$ cat config.mk
export PLATFORM = sky130hd
export DESIGN_NAME = fsp_host
export DESIGN_NICKNAME = d
export VERILOG_FILES = /design/src/shared/fsp_pkg.sv /design/src/design/fsp_host.sv
export SDC_FILE = /design/constraint.sdc
export NUM_CORES = 1
export LEC_CHECK = 0
export ABC_CLOCK_PERIOD_IN_PS = 5250
export BUFFER_PORTS_ARGS = -buffer_cell sky130_fd_sc_hd__clkbuf_2
export CAP_MARGIN = 25
export CORE_MARGIN = 3
export CORE_UTILIZATION = 25
export CTS_BUF_LIST = sky130_fd_sc_hd__clkbuf_2
export CTS_CLUSTER_DIAMETER = 50
export DETAILED_ROUTE_END_ITERATION = 16
export SETUP_SLACK_MARGIN = 0.05
export SYNTH_ARGS = -nofsm -noshare
export SYNTH_HDL_FRONTEND = slang
export SYNTH_SLANG_ARGS = --single-unit
$ cat constraint.sdc
create_clock -name clk_sys -period 5.25 [get_ports clk_sys]
set_input_delay 0.2625 -clock clk_sys [delete_from_list [all_inputs] [get_ports clk_sys]]
set_output_delay 0.2625 -clock clk_sys [all_outputs]
set_load 0.005 [all_outputs]
$ cat src/shared/fsp_pkg.sv
`default_nettype none
package fsp_pkg;
  // bus geometry of the flash word interface
  localparam int FA_W    = 26;          // word address width
  localparam int FD_W    = 16;          // data width
  localparam int SEC_LSB = 16;          // sector select starts at word address bit 16
  localparam int SEC_W   = FA_W - SEC_LSB;
  localparam int PAT_W   = 11;          // command pattern on word address bits 10..0
  localparam int TGL_BIT = 6;           // toggle_flag position in polled data
  localparam int PWD_WORDS = 4;         // 64-bit password as four words
  localparam int PMODE_BIT = 1;         // persistent_mode_bit in lock word
  localparam int WMODE_BIT = 2;         // password_mode_bit in lock word
  // timing, figures in ns, cycle counts derived from the 40 ns clock
  localparam int CLK_NS  = 40;
  localparam int T_WP_NS = 35;          // write strobe low width
  localparam int T_ACC_NS = 90;         // random read access
  localparam int T_RP_NS = 200;         // hardware reset pulse low
  localparam int T_RH_NS = 50;          // recovery after hardware reset
  localparam int SYNC_CYC = 2;          // data input synchroniser depth
  localparam logic [7:0] WP_CYC  = 8'((T_WP_NS + CLK_NS - 1) / CLK_NS);
  localparam logic [7:0] ACC_CYC = 8'((T_ACC_NS + CLK_NS - 1) / CLK_NS + SYNC_CYC);
  localparam logic [7:0] RP_CYC  = 8'((T_RP_NS + CLK_NS - 1) / CLK_NS);
  localparam logic [7:0] RH_CYC  = 8'((T_RH_NS + CLK_NS - 1) / CLK_NS);
  // command patterns and codes sent over the bus
  localparam logic [PAT_W-1:0] UNL1_PAT = 11'h123;
  localparam logic [PAT_W-1:0] UNL2_PAT = 11'h0dc;
  localparam logic [FD_W-1:0] UNL1_DAT  = 16'h00a5;
  localparam logic [FD_W-1:0] UNL2_DAT  = 16'h005a;
  localparam logic [FD_W-1:0] CMD_RESET = 16'h00f0;
  localparam logic [FD_W-1:0] CMD_NV_ENTER   = 16'h00c1;
  localparam logic [FD_W-1:0] CMD_GUARD_ENTER = 16'h00c2;
  localparam logic [FD_W-1:0] CMD_LOCK_ENTER = 16'h00c3;
  localparam logic [FD_W-1:0] CMD_WORD_PGM  = 16'h00b1;
  localparam logic [FD_W-1:0] CMD_ERASE     = 16'h00b2;
  localparam logic [FD_W-1:0] CMD_CONFIRM   = 16'h00b3;
  localparam logic [FD_W-1:0] CMD_UNLOCK    = 16'h00b4;
  localparam logic [FD_W-1:0] CMD_EXIT      = 16'h00b5;
  localparam logic [FD_W-1:0] DAT_ZERO      = 16'h0000;
  localparam logic [FA_W-1:0] ADDR_ZERO     = 26'h0000000;
  localparam logic [3:0] STEP_BODY = 4'h3;  // first step after the entry prefix

  // user operations
  typedef enum logic [3:0] {
    OP_READ = 4'h0, OP_WRITE = 4'h1, OP_RESET_CMD = 4'h2, OP_HW_RESET = 4'h3,
    OP_NV_PROG = 4'h4, OP_NV_ERASE = 4'h5, OP_NV_STATUS = 4'h6,
    OP_GUARD_CLEAR = 4'h7, OP_GUARD_UNLOCK = 4'h8, OP_MODE_PROG = 4'h9
  } fsp_op_e;
  typedef enum logic [1:0] {
    RS_OK = 2'h0, RS_REFUSED = 2'h1, RS_TIMEOUT = 2'h2
  } fsp_stat_e;
  typedef enum logic [1:0] {
    SK_END = 2'h0, SK_W = 2'h1, SK_R = 2'h2, SK_POLL = 2'h3
  } fsp_kind_e;
  typedef struct packed {
    fsp_op_e         op;
    logic [FA_W-1:0] addr;
    logic [FD_W-1:0] data;
  } fsp_req_s;
  typedef struct packed {
    fsp_kind_e       kind;
    logic [FA_W-1:0] addr;
    logic [FD_W-1:0] data;
  } fsp_step_s;
  typedef struct packed {
    logic            reset_n;
    logic            ce_n;
    logic            oe_n;
    logic            we_n;
    logic            wp_n;
    logic [FA_W-1:0] addr;
    logic [FD_W-1:0] dq_out;
    logic            dq_oe;
  } fsp_pins_s;
  localparam fsp_pins_s PINS_IDLE = '{reset_n: 1'b1, ce_n: 1'b1, oe_n: 1'b1, we_n: 1'b1,
                                      wp_n: 1'b1, addr: ADDR_ZERO, dq_out: DAT_ZERO,
                                      dq_oe: 1'b0};
endpackage
`default_nettype wire

$ cat src/design/fsp_host.sv
`timescale 1ns/1ns
`default_nettype none
module fsp_host
  import fsp_pkg::*;
#(
  parameter logic [23:0] POLL_MAX = 24'hffffff  // toggle reads before giving up
)(
  // clock and reset
  input  wire logic            clk_sys,
  input  wire logic            rst_n,
  // user request port
  input  wire logic            req_valid,
  input  wire fsp_req_s        req,
  input  wire logic [63:0]     pwd,
  input  wire logic            nv_ready,
  input  wire logic            wp_protect,
  // user answer port
  output logic                 busy,
  output logic                 resp_done,
  output fsp_stat_e            resp_stat,
  output logic [FD_W-1:0]      resp_rdata,
  // flash pins
  output fsp_pins_s            pins,
  input  wire logic [FD_W-1:0] dq_in
);

  typedef enum logic [3:0] {
    S_IDLE = 4'h0, S_FETCH = 4'h1, S_WSETUP = 4'h2, S_WSTRB = 4'h3, S_WHOLD = 4'h4,
    S_RWAIT = 4'h5, S_HWRST = 4'h6, S_HWREC = 4'h7
  } fsp_state_e;

  fsp_state_e      state, next_state;           // bus engine state
  fsp_req_s        req_q, next_req_q;           // captured request
  logic [63:0]     pwd_q, next_pwd_q;           // captured password
  logic [3:0]      step, next_step;             // index into the sequence
  logic [7:0]      cnt, next_cnt;               // phase timer
  logic [23:0]     poll_cnt, next_poll_cnt;     // toggle reads spent
  logic            poll_first, next_poll_first; // no reference toggle yet
  logic            prev_tgl, next_prev_tgl;     // last toggle_flag value seen
  fsp_pins_s       next_pins;
  logic            next_busy, next_resp_done;
  fsp_stat_e       next_resp_stat;
  logic [FD_W-1:0] next_resp_rdata;
  logic [FD_W-1:0] dq_meta, dq_sync;            // two-flop data synchroniser
  fsp_step_s       cur;                         // step now due

  // word address with sector select above and command pattern below
  function automatic logic [FA_W-1:0] cmd_addr(input logic [FA_W-1:0] a,
                                               input logic [PAT_W-1:0] pat);
    cmd_addr = {a[FA_W-1:SEC_LSB], {(SEC_LSB-PAT_W){1'b0}}, pat};
  endfunction

  // sector base word address
  function automatic logic [FA_W-1:0] sec_base(input logic [FA_W-1:0] a);
    sec_base = {a[FA_W-1:SEC_LSB], {SEC_LSB{1'b0}}};
  endfunction

  function automatic fsp_step_s mk(input fsp_kind_e k, input logic [FA_W-1:0] a,
                                   input logic [FD_W-1:0] d);
    mk = '{kind: k, addr: a, data: d};
  endfunction

  // sequence table: overlay ops share an unlock and entry prefix
  function automatic fsp_step_s seq_step(input fsp_req_s r, input logic [3:0] s,
                                         input logic [63:0] pw);
    logic [FD_W-1:0] enter;
    logic [3:0]      b;
    enter = CMD_NV_ENTER;
    b = s - STEP_BODY;
    seq_step = mk(SK_END, ADDR_ZERO, DAT_ZERO);
    if (r.op == OP_GUARD_CLEAR || r.op == OP_GUARD_UNLOCK)
    begin
      enter = CMD_GUARD_ENTER;
    end
    else if (r.op == OP_MODE_PROG)
    begin
      enter = CMD_LOCK_ENTER;
    end
    case (r.op)
      OP_READ:      if (s == 4'h0) seq_step = mk(SK_R, r.addr, DAT_ZERO);
      OP_WRITE:     if (s == 4'h0) seq_step = mk(SK_W, r.addr, r.data);
      OP_RESET_CMD: if (s == 4'h0) seq_step = mk(SK_W, ADDR_ZERO, CMD_RESET);
      OP_HW_RESET:  seq_step = mk(SK_END, ADDR_ZERO, DAT_ZERO);
      default:
      begin
        if (s == 4'h0)
          seq_step = mk(SK_W, cmd_addr(r.addr, UNL1_PAT), UNL1_DAT);
        else if (s == 4'h1)
          seq_step = mk(SK_W, cmd_addr(r.addr, UNL2_PAT), UNL2_DAT);
        else if (s == 4'h2)
          seq_step = mk(SK_W, cmd_addr(r.addr, UNL1_PAT), enter);
        else
        begin
          case (r.op)
            OP_NV_PROG:  // one sector bit at a time, then wait on the toggle
              case (b)
                4'h0: seq_step = mk(SK_W, ADDR_ZERO, CMD_WORD_PGM);
                4'h1: seq_step = mk(SK_W, sec_base(r.addr), DAT_ZERO);
                4'h2: seq_step = mk(SK_POLL, ADDR_ZERO, DAT_ZERO);
                4'h3: seq_step = mk(SK_W, ADDR_ZERO, CMD_EXIT);
                default: seq_step = mk(SK_END, ADDR_ZERO, DAT_ZERO);
              endcase
            OP_NV_ERASE: // whole set erased together
              case (b)
                4'h0: seq_step = mk(SK_W, ADDR_ZERO, CMD_ERASE);
                4'h1: seq_step = mk(SK_W, ADDR_ZERO, CMD_CONFIRM);
                4'h2: seq_step = mk(SK_POLL, ADDR_ZERO, DAT_ZERO);
                4'h3: seq_step = mk(SK_W, ADDR_ZERO, CMD_EXIT);
                default: seq_step = mk(SK_END, ADDR_ZERO, DAT_ZERO);
              endcase
            OP_NV_STATUS: // sector bit read back inside the overlay
              case (b)
                4'h0: seq_step = mk(SK_R, sec_base(r.addr), DAT_ZERO);
                4'h1: seq_step = mk(SK_W, ADDR_ZERO, CMD_EXIT);
                default: seq_step = mk(SK_END, ADDR_ZERO, DAT_ZERO);
              endcase
            OP_GUARD_CLEAR:
              case (b)
                4'h0: seq_step = mk(SK_W, ADDR_ZERO, CMD_WORD_PGM);
                4'h1: seq_step = mk(SK_W, ADDR_ZERO, DAT_ZERO);
                4'h2: seq_step = mk(SK_W, ADDR_ZERO, CMD_EXIT);
                default: seq_step = mk(SK_END, ADDR_ZERO, DAT_ZERO);
              endcase
            OP_GUARD_UNLOCK: // password goes out low word first
              if (b == 4'h0)
                seq_step = mk(SK_W, ADDR_ZERO, CMD_UNLOCK);
              else if (b <= 4'(PWD_WORDS))
                seq_step = mk(SK_W, FA_W'(b - 4'h1), pw[(b - 4'h1) * FD_W +: FD_W]);
              else if (b == 4'(PWD_WORDS + 1))
                seq_step = mk(SK_W, ADDR_ZERO, CMD_CONFIRM);
              else if (b == 4'(PWD_WORDS + 2))
                seq_step = mk(SK_W, ADDR_ZERO, CMD_EXIT);
            OP_MODE_PROG: // lock word program, a timed algorithm
              case (b)
                4'h0: seq_step = mk(SK_W, ADDR_ZERO, CMD_WORD_PGM);
                4'h1: seq_step = mk(SK_W, ADDR_ZERO, r.data);
                4'h2: seq_step = mk(SK_POLL, ADDR_ZERO, DAT_ZERO);
                4'h3: seq_step = mk(SK_W, ADDR_ZERO, CMD_EXIT);
                default: seq_step = mk(SK_END, ADDR_ZERO, DAT_ZERO);
              endcase
            default: seq_step = mk(SK_END, ADDR_ZERO, DAT_ZERO);
          endcase
        end
      end
    endcase
  endfunction

  assign cur = seq_step(req_q, step, pwd_q);

  // pin data passes two flops before the engine looks at it
  always_ff @(posedge clk_sys)
  begin
    dq_meta <= dq_in;
    dq_sync <= dq_meta;
  end

  // next-state logic of the bus engine
  always_comb
  begin
    next_state      = state;
    next_req_q      = req_q;
    next_pwd_q      = pwd_q;
    next_step       = step;
    next_cnt        = cnt;
    next_poll_cnt   = poll_cnt;
    next_poll_first = poll_first;
    next_prev_tgl   = prev_tgl;
    next_pins       = pins;
    next_busy       = busy;
    next_resp_done  = 1'b0;
    next_resp_stat  = resp_stat;
    next_resp_rdata = resp_rdata;
    next_pins.wp_n  = ~wp_protect;
    case (state)
      S_IDLE:
        if (req_valid)
        begin
          next_req_q      = req;
          next_pwd_q      = pwd;
          next_step       = 4'h0;
          next_poll_first = 1'b1;
          next_poll_cnt   = 24'h000000;
          next_resp_stat  = RS_OK;
          if ((req.op == OP_GUARD_CLEAR && !nv_ready) ||
              (req.op == OP_MODE_PROG && !req.data[PMODE_BIT] && !req.data[WMODE_BIT]))
          begin
            // both mode bits at once would only abort, so refuse here
            next_resp_stat = RS_REFUSED;
            next_resp_done = 1'b1;
          end
          else if (req.op == OP_HW_RESET)
          begin
            next_pins.reset_n = 1'b0;
            next_cnt          = RP_CYC;
            next_busy         = 1'b1;
            next_state        = S_HWRST;
          end
          else
          begin
            next_busy  = 1'b1;
            next_state = S_FETCH;
          end
        end
      S_FETCH:
      begin
        next_pins.addr = cur.addr;
        case (cur.kind)
          SK_END:
          begin
            next_busy      = 1'b0;
            next_resp_done = 1'b1;
            next_state     = S_IDLE;
          end
          SK_W:
          begin
            next_pins.ce_n   = 1'b0;
            next_pins.dq_out = cur.data;
            next_pins.dq_oe  = 1'b1;
            next_state       = S_WSETUP;
          end
          default:
          begin
            // plain read or toggle poll
            next_pins.ce_n = 1'b0;
            next_pins.oe_n = 1'b0;
            next_cnt       = ACC_CYC;
            next_state     = S_RWAIT;
          end
        endcase
      end
      S_WSETUP:
      begin
        // one cycle of address setup before the strobe falls
        next_pins.we_n = 1'b0;
        next_cnt       = WP_CYC;
        next_state     = S_WSTRB;
      end
      S_WSTRB:
      begin
        next_cnt = cnt - 8'h01;
        if (cnt == 8'h01)
        begin
          next_pins.we_n = 1'b1;   // device takes the write on this rise
          next_state     = S_WHOLD;
        end
      end
      S_WHOLD:
      begin
        next_pins.ce_n  = 1'b1;
        next_pins.dq_oe = 1'b0;
        next_step       = step + 4'h1;
        next_state      = S_FETCH;
      end
      S_RWAIT:
      begin
        next_cnt = cnt - 8'h01;
        if (cnt == 8'h01)
        begin
          next_pins.ce_n  = 1'b1;
          next_pins.oe_n  = 1'b1;
          next_state      = S_FETCH;
          if (cur.kind == SK_R)
          begin
            next_resp_rdata = dq_sync;
            next_step       = step + 4'h1;
          end
          else if (poll_first)
          begin
            next_prev_tgl   = dq_sync[TGL_BIT];
            next_poll_first = 1'b0;
          end
          else if (dq_sync[TGL_BIT] == prev_tgl)
          begin
            // two equal reads: the algorithm has ended
            next_resp_rdata = dq_sync;
            next_poll_first = 1'b1;
            next_step       = step + 4'h1;
          end
          else if (poll_cnt == POLL_MAX)
          begin
            // stuck or refused algorithm: report and return it to standby
            next_resp_stat = RS_TIMEOUT;
            next_req_q.op  = OP_RESET_CMD;
            next_step      = 4'h0;
          end
          else
          begin
            next_prev_tgl = dq_sync[TGL_BIT];
            next_poll_cnt = poll_cnt + 24'h000001;
          end
        end
      end
      S_HWRST:
      begin
        next_cnt = cnt - 8'h01;
        if (cnt == 8'h01)
        begin
          next_pins.reset_n = 1'b1;
          next_cnt          = RH_CYC;
          next_state        = S_HWREC;
        end
      end
      S_HWREC:
      begin
        next_cnt = cnt - 8'h01;
        if (cnt == 8'h01)
        begin
          next_busy      = 1'b0;
          next_resp_done = 1'b1;
          next_state     = S_IDLE;
        end
      end
      default: next_state = S_IDLE;
    endcase
  end

  // state registers; enables stay high through reset so the device powers up deselected
  always_ff @(posedge clk_sys)
  begin
    if (!rst_n)
    begin
      state      <= S_IDLE;
      req_q      <= '{op: OP_READ, addr: ADDR_ZERO, data: DAT_ZERO};
      pwd_q      <= 64'h0000000000000000;
      step       <= 4'h0;
      cnt        <= 8'h00;
      poll_cnt   <= 24'h000000;
      poll_first <= 1'b1;
      prev_tgl   <= 1'b0;
      pins       <= PINS_IDLE;
      busy       <= 1'b0;
      resp_done  <= 1'b0;
      resp_stat  <= RS_OK;
      resp_rdata <= DAT_ZERO;
    end
    else
    begin
      state      <= next_state;
      req_q      <= next_req_q;
      pwd_q      <= next_pwd_q;
      step       <= next_step;
      cnt        <= next_cnt;
      poll_cnt   <= next_poll_cnt;
      poll_first <= next_poll_first;
      prev_tgl   <= next_prev_tgl;
      pins       <= next_pins;
      busy       <= next_busy;
      resp_done  <= next_resp_done;
      resp_stat  <= next_resp_stat;
      resp_rdata <= next_resp_rdata;
    end
  end

endmodule
`default_nettype wire

# ---- Word-level counts from Yosys, hierarchy flattened
# Cells that the tools add are included.
dict set report totals {
  reg_bits 252
  word_cells 225
}
dict set report classes {
  shift 1
  n_mux 98
  add_sub_neg 6
  n_lt_le_gt_ge 1
  n_bitwise 2
  eq_ne 52
  n_reduce_logical 41
}
# cell n
set ops {}
lappend ops {{$pmux 44 s4} 4}
lappend ops {{$pmux 44 s6} 1}
lappend ops {{$mux 43} 6}
lappend ops {{$mux 44} 4}
lappend ops {{$mux 24} 6}
lappend ops {{$pmux 43 s3} 1}
lappend ops {{$pmux 44 s2} 1}
lappend ops {{$mux 4} 17}
lappend ops {{$shiftx 64x33->16} 1}
lappend ops {{$mux 16} 3}
lappend ops {{$pmux 24 s2} 1}
lappend ops {{$mux 46} 1}
lappend ops {{$eq 4x3->1 const B} 11}
lappend ops {{$mux 8} 5}
lappend ops {{$pmux 8 s5} 1}
lappend ops {{$eq 4x2->1 const B} 8}
lappend ops {{$ne 2x2->1 const B} 16}
lappend ops {{$pmux 4 s8} 1}
lappend ops {{$reduce_and 5->1} 5}
lappend ops {{$add 24x1->24 const B} 1}
lappend ops {{$eq 24x24->1 const B} 1}
lappend ops {{$mux 1} 24}
lappend ops {{$mux 2} 9}
lappend ops {{$eq 4x1->1 const B} 4}
lappend ops {{36 further kinds} 69}

# ---- Longest topological paths before layout
# Gate-level depths: netlist (run 1).
dict set report logic_depth {
  depth_word 15
  ltp_mapped 16
  depth_no_buf 9
}

# ---- Least setup slack after synthesis (run 1)
# Ideal clock, no wire load.
dict set report synth_path {
  path_type {reg2reg}
  start {reg step[0]}
  end {reg resp_rdata[10]}
  t_arrival_ns 3.799
  path_slack_ns 1.379
  setup_time_ns 0.072
  required_time_ns 5.178
  path_stages_with_launch 16
  cell_sequence {dfxtp_1 -> clkbuf_1 -> buf_2 -> clkbuf_1 -> inv_1 -> ha_1 -> buf_2 -> or2_1 -> or3_1 -> a32oi_1 -> and2_0 -> clkbuf_1 -> nand2_1 -> a21oi_4 -> buf_6 -> mux2i_1}
}
dict set report synth_via {
  elab_chain_cells 14
  word_cells_on_any_way 33
  cone_classes {1 x add/sub; 1 x order compare; 9 x eq/ne; 18 x mux; 4 x reduce/logical}
}
# element line_no
set synth_rtl {}
lappend synth_rtl {{start: declaration} fsp_host.sv:35} ;# logic [3:0] step, next_step;
lappend synth_rtl {{start signal: assignment} fsp_host.sv:341} ;# step <= next_step;
lappend synth_rtl {{$sub 4x2->4} fsp_host.sv:69} ;# b = s - STEP_BODY;
lappend synth_rtl {{$eq 4x3->1} fsp_host.sv:131} ;# else if (b == 4'(PWD_WORDS + 2))
lappend synth_rtl {{$mux 43} fsp_host.sv:131}
lappend synth_rtl {{$mux 43} fsp_host.sv:129} ;# else if (b == 4'(PWD_WORDS + 1))
lappend synth_rtl {{$mux 43} fsp_host.sv:127} ;# else if (b <= 4'(PWD_WORDS))
lappend synth_rtl {{$mux 43} fsp_host.sv:125} ;# if (b == 4'h0)
lappend synth_rtl {{$pmux 44 s6} fsp_host.sv:94} ;# case (r.op)
lappend synth_rtl {{$mux 44} fsp_host.sv:90} ;# else if (s == 4'h2)
lappend synth_rtl {{$mux 44} fsp_host.sv:88} ;# else if (s == 4'h1)
lappend synth_rtl {{$mux 44} fsp_host.sv:86} ;# if (s == 4'h0)
lappend synth_rtl {{$pmux 44 s4 *} fsp_host.sv:79} ;# case (r.op)
lappend synth_rtl {{$eq 2x2->1 *} fsp_host.sv:262} ;# if (cur.kind == SK_R)
lappend synth_rtl {{$ne 2x1->1 (no source line) / $reduce_bool 2->1 (equally long branches)} -}
lappend synth_rtl {{$reduce_and 4->1 (no source line)} -}
lappend synth_rtl {{end signal: assignment} fsp_host.sv:350} ;# resp_rdata <= next_resp_rdata;
lappend synth_rtl {{end: declaration} fsp_host.sv:21} ;# output logic [FD_W-1:0] resp_rdata,
# Every way passes the cells marked *; elsewhere a longest branch is shown, timed or not.
# A chain may end at the register's enable or synchronous reset.

# ---- Worst setup path after layout (run 1)
dict set report layout_path {
  start {reg step[1]}
  end {reg req_q[44] (netlist name)}
}
dict set report layout_via {
  elab_chain_cells 14
  word_cells_on_any_way 31
  cone_classes {1 x add/sub; 1 x order compare; 9 x eq/ne; 17 x mux; 3 x reduce/logical}
}
# element line_no
set layout_rtl {}
lappend layout_rtl {{$sub 4x2->4} fsp_host.sv:69}
lappend layout_rtl {{$eq 4x3->1} fsp_host.sv:131}
lappend layout_rtl {{$mux 43} fsp_host.sv:131}
lappend layout_rtl {{$mux 43} fsp_host.sv:129}
lappend layout_rtl {{$mux 43} fsp_host.sv:127}
lappend layout_rtl {{$mux 43} fsp_host.sv:125}
lappend layout_rtl {{$pmux 44 s6} fsp_host.sv:94}
lappend layout_rtl {{$mux 44} fsp_host.sv:90}
lappend layout_rtl {{$mux 44} fsp_host.sv:88}
lappend layout_rtl {{$mux 44} fsp_host.sv:86}
lappend layout_rtl {{$pmux 44 s4 *} fsp_host.sv:79}
lappend layout_rtl {{$eq 2x2->1 *} fsp_host.sv:262}
lappend layout_rtl {{$ne 2x2->1 (no source line) *} -}
lappend layout_rtl {{$reduce_and 7->1 (no source line) *} -}
lappend layout_rtl {{end signal: assignment} fsp_host.sv:323} ;# req_q <= '{op: OP_READ, addr: ADDR_ZERO, data: DAT_ZERO};
lappend layout_rtl {{end signal: assignment} fsp_host.sv:339} ;# req_q <= next_req_q;
lappend layout_rtl {{end: declaration} fsp_host.sv:33} ;# fsp_req_s req_q, next_req_q;
# Marks and branches as above.

==> reports/qor.yml, run 1 <==
run_status:
  status: "finished clean"
synthesis:
  synth_compound_area_frac: 0.199
  synth_flop_cell: "dfxtp_1"
  synth_seq_cells: 251
  synth-simple-area-share: 0.226
  synth_top_area_cell: "dfxtp_1"
  synth_edf_count: 0
  synthAdderAreaFrac: 0.0116
  yosysMostFrequentCell: "nand2_1"
  synth_cells: 1317
  synth_area_per_cell_um2: 8.22
  synth_top_family_by_area: "simple AND/OR/NAND/NOR gates"
  synth_xor_area_frac: 0.00647
  synth_top_area_frac: 0.464
  syn_area_um2: 10800
  synth_mux_area_frac: 0.0527
  synth_cell_types: 81
  yosysWarnings: 0
  syn_nets: 1458
  ys_top_cells_by_count: "328 x nand2_1, 251 x dfxtp_1, 189 x a21oi_1, 79 x o21ai_0, 76 x clkbuf_1"
  netlist_top_cells_area: "dfxtp_1 46%, nand2_1 11%, a21oi_1 8.7%"
  synth-seq-area-share: 0.464
  postSynth.asyncResetShare: 0
place:
  hpwl_mm: 24.0
  preCtsSetupSlack_ns: 1.59
  gp_congestion: 0.851
  postPlaceCellArea_um2: 12300
  portBuffers: 198
  dp.cells: 2012
route:
  top_layer: "met4"
  avgRoutedWirePerCell_um: 16.3
  drtAntennaViolNets: 0
  vias: 11600
  routed-wl-met2_mm: 18.0
  drc: 0
  first_iter_violations: 958
  wl_met3_mm: 2.36
  first_pass_iters: 7
  vias_per_cell: 4.89
  m1WireLength_mm: 16.6
  routed_wl_mm: 38.8
setup_path:
  cp.arrival_ns: 4.85
  criticalPathCategory: "flop to flop"
  critPathMaxFanout: 17
  cp_data_required_time_ns: 6.08
  crit_path_start_kind: "flop"
  end_kind: "flop"
power_and_ir_drop:
  p_switching_mw: 1.80
  power_mw: 5.03
  p_per_area_nw_per_um2: 327
  clkPwrFrac: 0.291
  seqPwrFrac: 0.448
  p_leak_nw: 6.03
  ir_drop_mv: 0.170
  p_sw_frac: 0.358
  p_comb_frac: 0.261
  p_int_mw: 3.23
floorplan:
  rows: 75
  die_y_um: 214
  core_um2: 42300
  dieArea_um2: 45800
  io_pins: 199
  start_util: 0.256
  die_w_um: 214
global_route:
  grt_pass1_wl_mm: 61.2
  antenna_found_initial: 1
  track_usage: 0.164
  grt_pass1_vias: 11700
  grt_max_degree: 97
  grt-ovfl-total: 0
sta:
  rsz0062_at_grt: "no"
  finalSetupTns_ns: 0
  fin_crit_sh: 0.764
  fin_crit_ns: 4.01
  fin_hold_ws_ns: 0.112
  worst-slew-pin-transition_ns: 1.02
  fmax_ghz: 0.249
  relSlewSlack: 0.323
  finClkSkew_ns: 0.127
  drv_slew: 0
  hold_viol: 0
  setup_viol_count_final: 0
  layout_setup_ws_ns: 1.24
final_layout:
  synthToLayoutAreaGrowth_pct: 41.9
  final_net_count: 1893
  area.sequential_um2: 5020
  fin_cells: 2379
  multi_input_area_um2: 5380
  final_area_um2: 15400
  layout-drive-gt1-share: 0.201
  fill_cells: 4252
  fin_util: 0.363
clocking:
  cts_root_buffer: "clkbuf_2"
  ctsResizeCount: 0
  clock_path_buffers: 3
  path_clk_slew_ns: 0.11
  cts.sinks: 251
  clk_latency_ns: 0.99
  numCtsBuffers: 70
  cts_tree: "yes"
  htree_levels: 3
job:
  cap_viol_max_count: 0
min_path:
  hold_path.class: "input port to flop"
==> worst max-delay path, cell delays in order, from the launching register on <==
cell	delay (ns)
dfxtp_1	0.44
inv_1	0.15
ha_1	0.55
or3b_1	0.58
o21ai_0	0.26
a32oi_1	0.15
and2_0	0.34
a211oi_2	0.54
a2bb2oi_1	0.23
dlygate4sd3_1	0.57
nor2_1	0.04
==> cells by family (layout without fill, tap and decap cells) <==
kind of cell / Yosys count / count (layout)
xor gates and xnor gates: 8 / 8
AOI/OAI and AO/OA: 369 / 369
DFF: 251 / 251
muxes: 37 / 37
buffers and inverters: 107 / 590
and+or+nand+nor: 535 / 535
adders and majority gates: 10 / 10
other: 0 / 2
==> registers in the layout, indices dropped and copies added, names as in the netlist, 2 cells and up <==
signal      count
poll_cnt       24
dq_meta        16
state           3
resp_stat       2
resp_rdata     16
cnt             8
pwd_q          64
req_q          46
step            4
dq_sync        16
pins           48
==> repair_timing <==
item	4_1_cts	5_1_grt
endpoints found under the setup margin	0	0
hold endpoints to repair	144	0
buffers inserted	0	0
hold buffers	245	0
==> final timing paths <==
kind / from / end / slack (ns) / cells past startpoint
worst max-delay path: step[1]$_SDFFE_PN0P_ / req_q[44]$_SDFFE_PN0P_ / 1.24 / 10
worst min register to register: dq_meta[13]$_DFF_P_ / dq_sync[13]$_DFF_P_ / 0.32 / 0
worst max register to register: step[1]$_SDFFE_PN0P_ / req_q[44]$_SDFFE_PN0P_ / 1.24 / 10
worst min-delay path: pwd[21] / pwd_q[21]$_SDFFE_PN0P_ / 0.11 / 4
==> cell usage in the layout, fill, tap and decap left out, drive strengths merged, types with 6 or more instances in the layout <==
cell,n
nand2,328
clkbuf,302
dfxtp,251
dlygate4sd3,245
a21oi,190
o21ai,88
nor2,58
nor3,25
mux2i,21
nand3,19
or3,18
inv,17
mux4,16
and2,14
a221oi,13
a31oi,13
buf,13
a211oi,13
or4,11
clkinv,11
ha,10
nand4,9
nand2b,8
o31ai,8
nor2b,7
or2,6
==> per-layer routing <==
layer,track usage,up-vias
met3,0.0419,132
li1,-,5528
met5,0,-
met4,0.0838,0
met1,0.201,5549
met2,0.266,428
==> cell type report <==
type                            instances  share of cell area
Multi-Input combinational cell        959               0.350
Sequential cell                       251               0.327
Timing Repair Buffer                  456               0.230
Tap cell                              577              0.0470
Clock buffer                          104              0.0339
Clock inverter                         16             0.00766
Inverter                               14             0.00358
Antenna cell                            2            0.000326
==> power groups by stage <==
stage               logic, mW  clock network [mW]  registers [mW]
floorplan               0.756                   0            2.23
global placement         1.08                   0            2.29
detailed placement       1.10                   0            2.29
CTS                      1.29                1.51            2.25
global route             1.44                1.62            2.27
finish                   1.31                1.46            2.25
No activity file was read; power rests on OpenSTA's default activity.
==> run 2, diff against run 1 <==
--- a/config.mk
+++ b/config.mk
@@ -5,7 +5,7 @@
 export SDC_FILE = /design/constraint.sdc
 export NUM_CORES = 1
 export LEC_CHECK = 0
-export ABC_CLOCK_PERIOD_IN_PS = 5250
+export ABC_CLOCK_PERIOD_IN_PS = 3350
 export BUFFER_PORTS_ARGS = -buffer_cell sky130_fd_sc_hd__clkbuf_2
 export CAP_MARGIN = 25
 export CORE_MARGIN = 3
==> constraint.sdc (replaced) <==
create_clock -name clk_sys -period 3.35 [get_ports clk_sys]
set_input_delay 0.1675 -clock clk_sys [delete_from_list [all_inputs] [get_ports clk_sys]]
set_output_delay 0.1675 -clock clk_sys [all_outputs]
set_load 0.005 [all_outputs]
==> reports/qor.yml, run 2 <==
run_status:
  status: "did not finish"  # was finished clean
  failed_stage: "clock tree synthesis (4_1_cts)"
  stop_error: "[ERROR RSZ-0060] Max buffer count reached."
synthesis:
  syn_area_um2: 10800  # unchanged
  synth_cell_types: 81  # unchanged
  ys_top_cells_by_count: "328 x nand2_1, 251 x dfxtp_1, 189 x a21oi_1, 79 x o21ai_0, 76 x clkbuf_1"  # unchanged
  yosysMostFrequentCell: "nand2_1"  # unchanged
  netlist_top_cells_area: "dfxtp_1 46%, nand2_1 11%, a21oi_1 8.7%"  # unchanged
  synth_top_area_frac: 0.464  # unchanged
  synth_cells: 1317  # unchanged
  yosysWarnings: 0  # unchanged
  syn_nets: 1458  # unchanged
  synth_flop_cell: "dfxtp_1"  # unchanged
  synth_area_per_cell_um2: 8.22  # unchanged
  synth_seq_cells: 251  # unchanged
  synth-seq-area-share: 0.464  # unchanged
  postSynth.asyncResetShare: 0  # unchanged
  synth_top_area_cell: "dfxtp_1"  # unchanged
  synth_edf_count: 0  # unchanged
clocking:
  cts_root_buffer: "clkbuf_2"  # unchanged
  clock_path_buffers: 3  # unchanged
  ctsHoldBuffers: 433  # was 245
  ctsResizeCount: 0  # unchanged
  cts.sinks: 251  # unchanged
  htree_levels: 3  # unchanged
  numCtsBuffers: 71  # was 70
  post_cts_buffers: 0  # unchanged
place:
  preCtsSetupSlack_ns: 0.254  # was 1.59 ns
  gp_congestion: 0.902  # was 0.851
  hpwl_mm: 24.3  # was 24.0 mm
  postPlaceCellArea_um2: 12500  # was 12,300 µm²
  portBuffers: 198  # unchanged
floorplan:
  start_util: 0.256  # unchanged
  io_pins: 199  # unchanged
  die_y_um: 214  # unchanged
  rows: 75  # unchanged
  die_w_um: 214  # unchanged
## run 2: cell counts after synthesis
No cell type changed its count.
## run 2: cells by family after synthesis
family,count (synthesis),synth area share
compound gates,369,0.199
xor+xnor,8,0.00647
fa+ha+maj,10,0.0116
buf+inv,107,0.0405
flops,251,0.464
mux,37,0.0527
simple gates,535,0.226
## run 2: stage by stage
stage / util / instances
after detailed placement: 0.295 / 2034
after global placement: 0.295 / 2034
after floorplan: - / 1317
==> run 3, diff against run 2 <==
==> config.mk (replaced) <==
export PLATFORM = sky130hd
export DESIGN_NAME = fsp_host
export DESIGN_NICKNAME = d
export VERILOG_FILES = /design/src/shared/fsp_pkg.sv /design/src/design/fsp_host.sv
export SDC_FILE = /design/constraint.sdc
export NUM_CORES = 1
export LEC_CHECK = 0
export ABC_CLOCK_PERIOD_IN_PS = 4400
export BUFFER_PORTS_ARGS = -buffer_cell sky130_fd_sc_hd__clkbuf_2
export CAP_MARGIN = 25
export CORE_MARGIN = 3
export CORE_UTILIZATION = 20
export DETAILED_ROUTE_END_ITERATION = 16
export PLACE_DENSITY_LB_ADDON = 0.15
export SYNTH_ARGS = -nofsm -noshare
export SYNTH_HDL_FRONTEND = slang
export SYNTH_SLANG_ARGS = --single-unit
==> constraint.sdc (replaced) <==
create_clock -name clk_sys -period 4.4 [get_ports clk_sys]
set_input_delay 0.22 -clock clk_sys [delete_from_list [all_inputs] [get_ports clk_sys]]
set_output_delay 0.22 -clock clk_sys [all_outputs]
set_load 0.005 [all_outputs]
==> reports/qor.yml, run 3 (synthesized netlist as in run 1, its figures left out) <==
run_status:
  status: "finished clean"  # was did not finish
setup_path:
  max_stage_delay_ns: 0.63
  cp_data_required_time_ns: 4.92
  slowest_stage: "nor3_2"
  rr_worst_depth: 10
  criticalPathCategory: "flop to flop"
  crit_start: "step[0]$_SDFFE_PN0P_"
  worstPathCellList: "buf_4 > ha_1 > nor2_1 > a221oi_1 > o32ai_1 > and2_0 > nor3_2 > buf_4 > o21ai_0 > a31oi_1"
  r2r-start: "step[0]$_SDFFE_PN0P_"
  critPathMaxFanout: 18
  cp.arrival_ns: 4.00
  cp_common_cell: "buf_4"
  crit_path_start_kind: "flop"
  end_kind: "flop"
global_route:
  grt_pass1_wl_mm: 60.7
  grt_pass1_vias: 10500
  grt-ovfl-total: 0
  grt_use_met2: 0.229
  antenna_found_initial: 1
  met3_usage: 0.0238
  grt-busiest-layer: "met2"
  grt_max_degree: 79
  grtUsageMet1: 0.172
  track_usage: 0.134
sta:
  drv_slew: 0
  fin_hold_ws_ns: 0.217
  fmax_ghz: 0.288
  fin_crit_ns: 3.48
  fin_crit_sh: 0.790
  finalSetupTns_ns: 0
  relSlewSlack: 0.361
  finClkSkew_ns: 0.0422
  hold_viol: 0
  worst-slew-pin-transition_ns: 0.956
  rsz0062_at_grt: "no"
  setup_viol_count_final: 0
floorplan:
  die_w_um: 239  # was 214 µm
  start_util: 0.204  # was 0.256
  core_um2: 53100
  io_pins: 199  # unchanged
  rows: 84  # was 75
  die_y_um: 239  # was 214 µm
  dieArea_um2: 56900
job:
  cap_viol_max_count: 0
final_layout:
  layout-drive-gt1-share: 0.187
  final_common_cell: "nand2_1"
  multi_input_area_um2: 5380
  fill_cells: 5730
  final_net_count: 1740
  top_register: "pwd_q"
  largest_register_ffs: 64
  final_cell_mix: "327 x nand2_1, 251 x dfxtp_1, 198 x clkbuf_2"
  reg.largest.list: "pwd_q (64), pins (48), req_q (46)"
  area.sequential_um2: 5020
  synthToLayoutAreaGrowth_pct: 36.4
min_path:
  hold_start: "nv_ready"
  hold_path.class: "input port to flop"
  min_delay_path_depth: 5
clocking:
  path_clk_slew_ns: 0.06
  htree_levels: 1  # was 3
  cts_tree: "yes"
  clock_path_buffers: 3  # unchanged
  ctsHoldBuffers: 127  # was 433
  cts_root_buffer: "clkbuf_16"  # was clkbuf_2
  numCtsBuffers: 31  # was 71
  ctsResizeCount: 0  # unchanged
  cts.sinks: 251  # unchanged
  clk_latency_ns: 0.59
  post_cts_buffers: 0  # unchanged
place:
  gp_congestion: 0.866  # was 0.902
  portBuffers: 198  # unchanged
  hpwl_mm: 26.7  # was 24.3 mm
power_and_ir_drop:
  p_comb_frac: 0.212
  p_sw_frac: 0.315
  p_leak_nw: 5.60
  ir_drop_mv: 0.295
  p_per_area_nw_per_um2: 458
  seqPwrFrac: 0.398
  p_switching_mw: 2.13
  p_int_mw: 4.64
  clkPwrFrac: 0.391
route:
  vias_per_cell: 4.53
  vias: 10500
  first_iter_violations: 681
  drc: 0
  drtAntennaViolNets: 0
  routed_wl_mm: 39.2
  first_pass_iters: 6
  avgRoutedWirePerCell_um: 16.9
[run 3: final timing paths]
kind	end	slack, ns
max	pins[6]$_SDFFE_PN0P_	0.92
min	resp_stat[0]$_SDFFE_PN0P_	0.22
max reg2reg	pins[6]$_SDFFE_PN0P_	0.92
min reg2reg	dq_sync[14]$_DFF_P_	0.33
[run 3: through the flow]
| stage | util | power [mW] | setup slack [ns] | instance area (µm²) | instances |
|---|---|---|---|---|---|
| 2_1_floorplan | - | 3.56 | 0.529 | 10800 | 1317 |
| 4_1_cts | 0.278 | 6.89 | 0.916 | 14800 | 2312 |
| 6_report | 0.278 | 6.76 | 0.924 | 14800 | 2313 |
| 3_3_place_gp | 0.234 | 4.10 | 1.02 | 12400 | 2127 |
| 3_5_place_dp | 0.234 | 4.10 | 0.977 | 12400 | 2127 |
| 5_1_grt | 0.278 | 7.17 | 0.544 | 14800 | 2313 |
[run 3: final cells by class]
type,count,area share
Antenna cell,1,0.000169
Multi-Input combinational cell,959,0.364
Tap cell,688,0.0583
Clock buffer,45,0.0608
Sequential cell,251,0.340
Clock inverter,13,0.0107
Timing Repair Buffer,342,0.162
Inverter,14,0.00373
[run 3: power by group through the flow]
stage          clock (mW)  sequential [mW]  combinational, mW
2_1_floorplan           0             2.66              0.902
3_3_place_gp            0             2.74               1.36
3_5_place_dp            0             2.74               1.36
4_1_cts              2.74             2.69               1.46
5_1_grt              2.84             2.72               1.61
6_report             2.64             2.69               1.43
[run 3: per-layer routing]
metal  wire length, µm  vias up
li1                  -     5204
met1             17400     4977
met4              1190        0
met3              1520       65
met2             19000      230
met5                 0        -
[run 3: worst max-delay path, delay by kind of cell (launching register included)]
| kind | cells | cell delay (ns) |
|---|---|---|
| flops | 1 | 0.35 |
| compound gates | 4 | 0.75 |
| buf+inv | 2 | 0.66 |
| fa+ha+maj | 1 | 0.49 |
| simple gates | 3 | 1.13 |
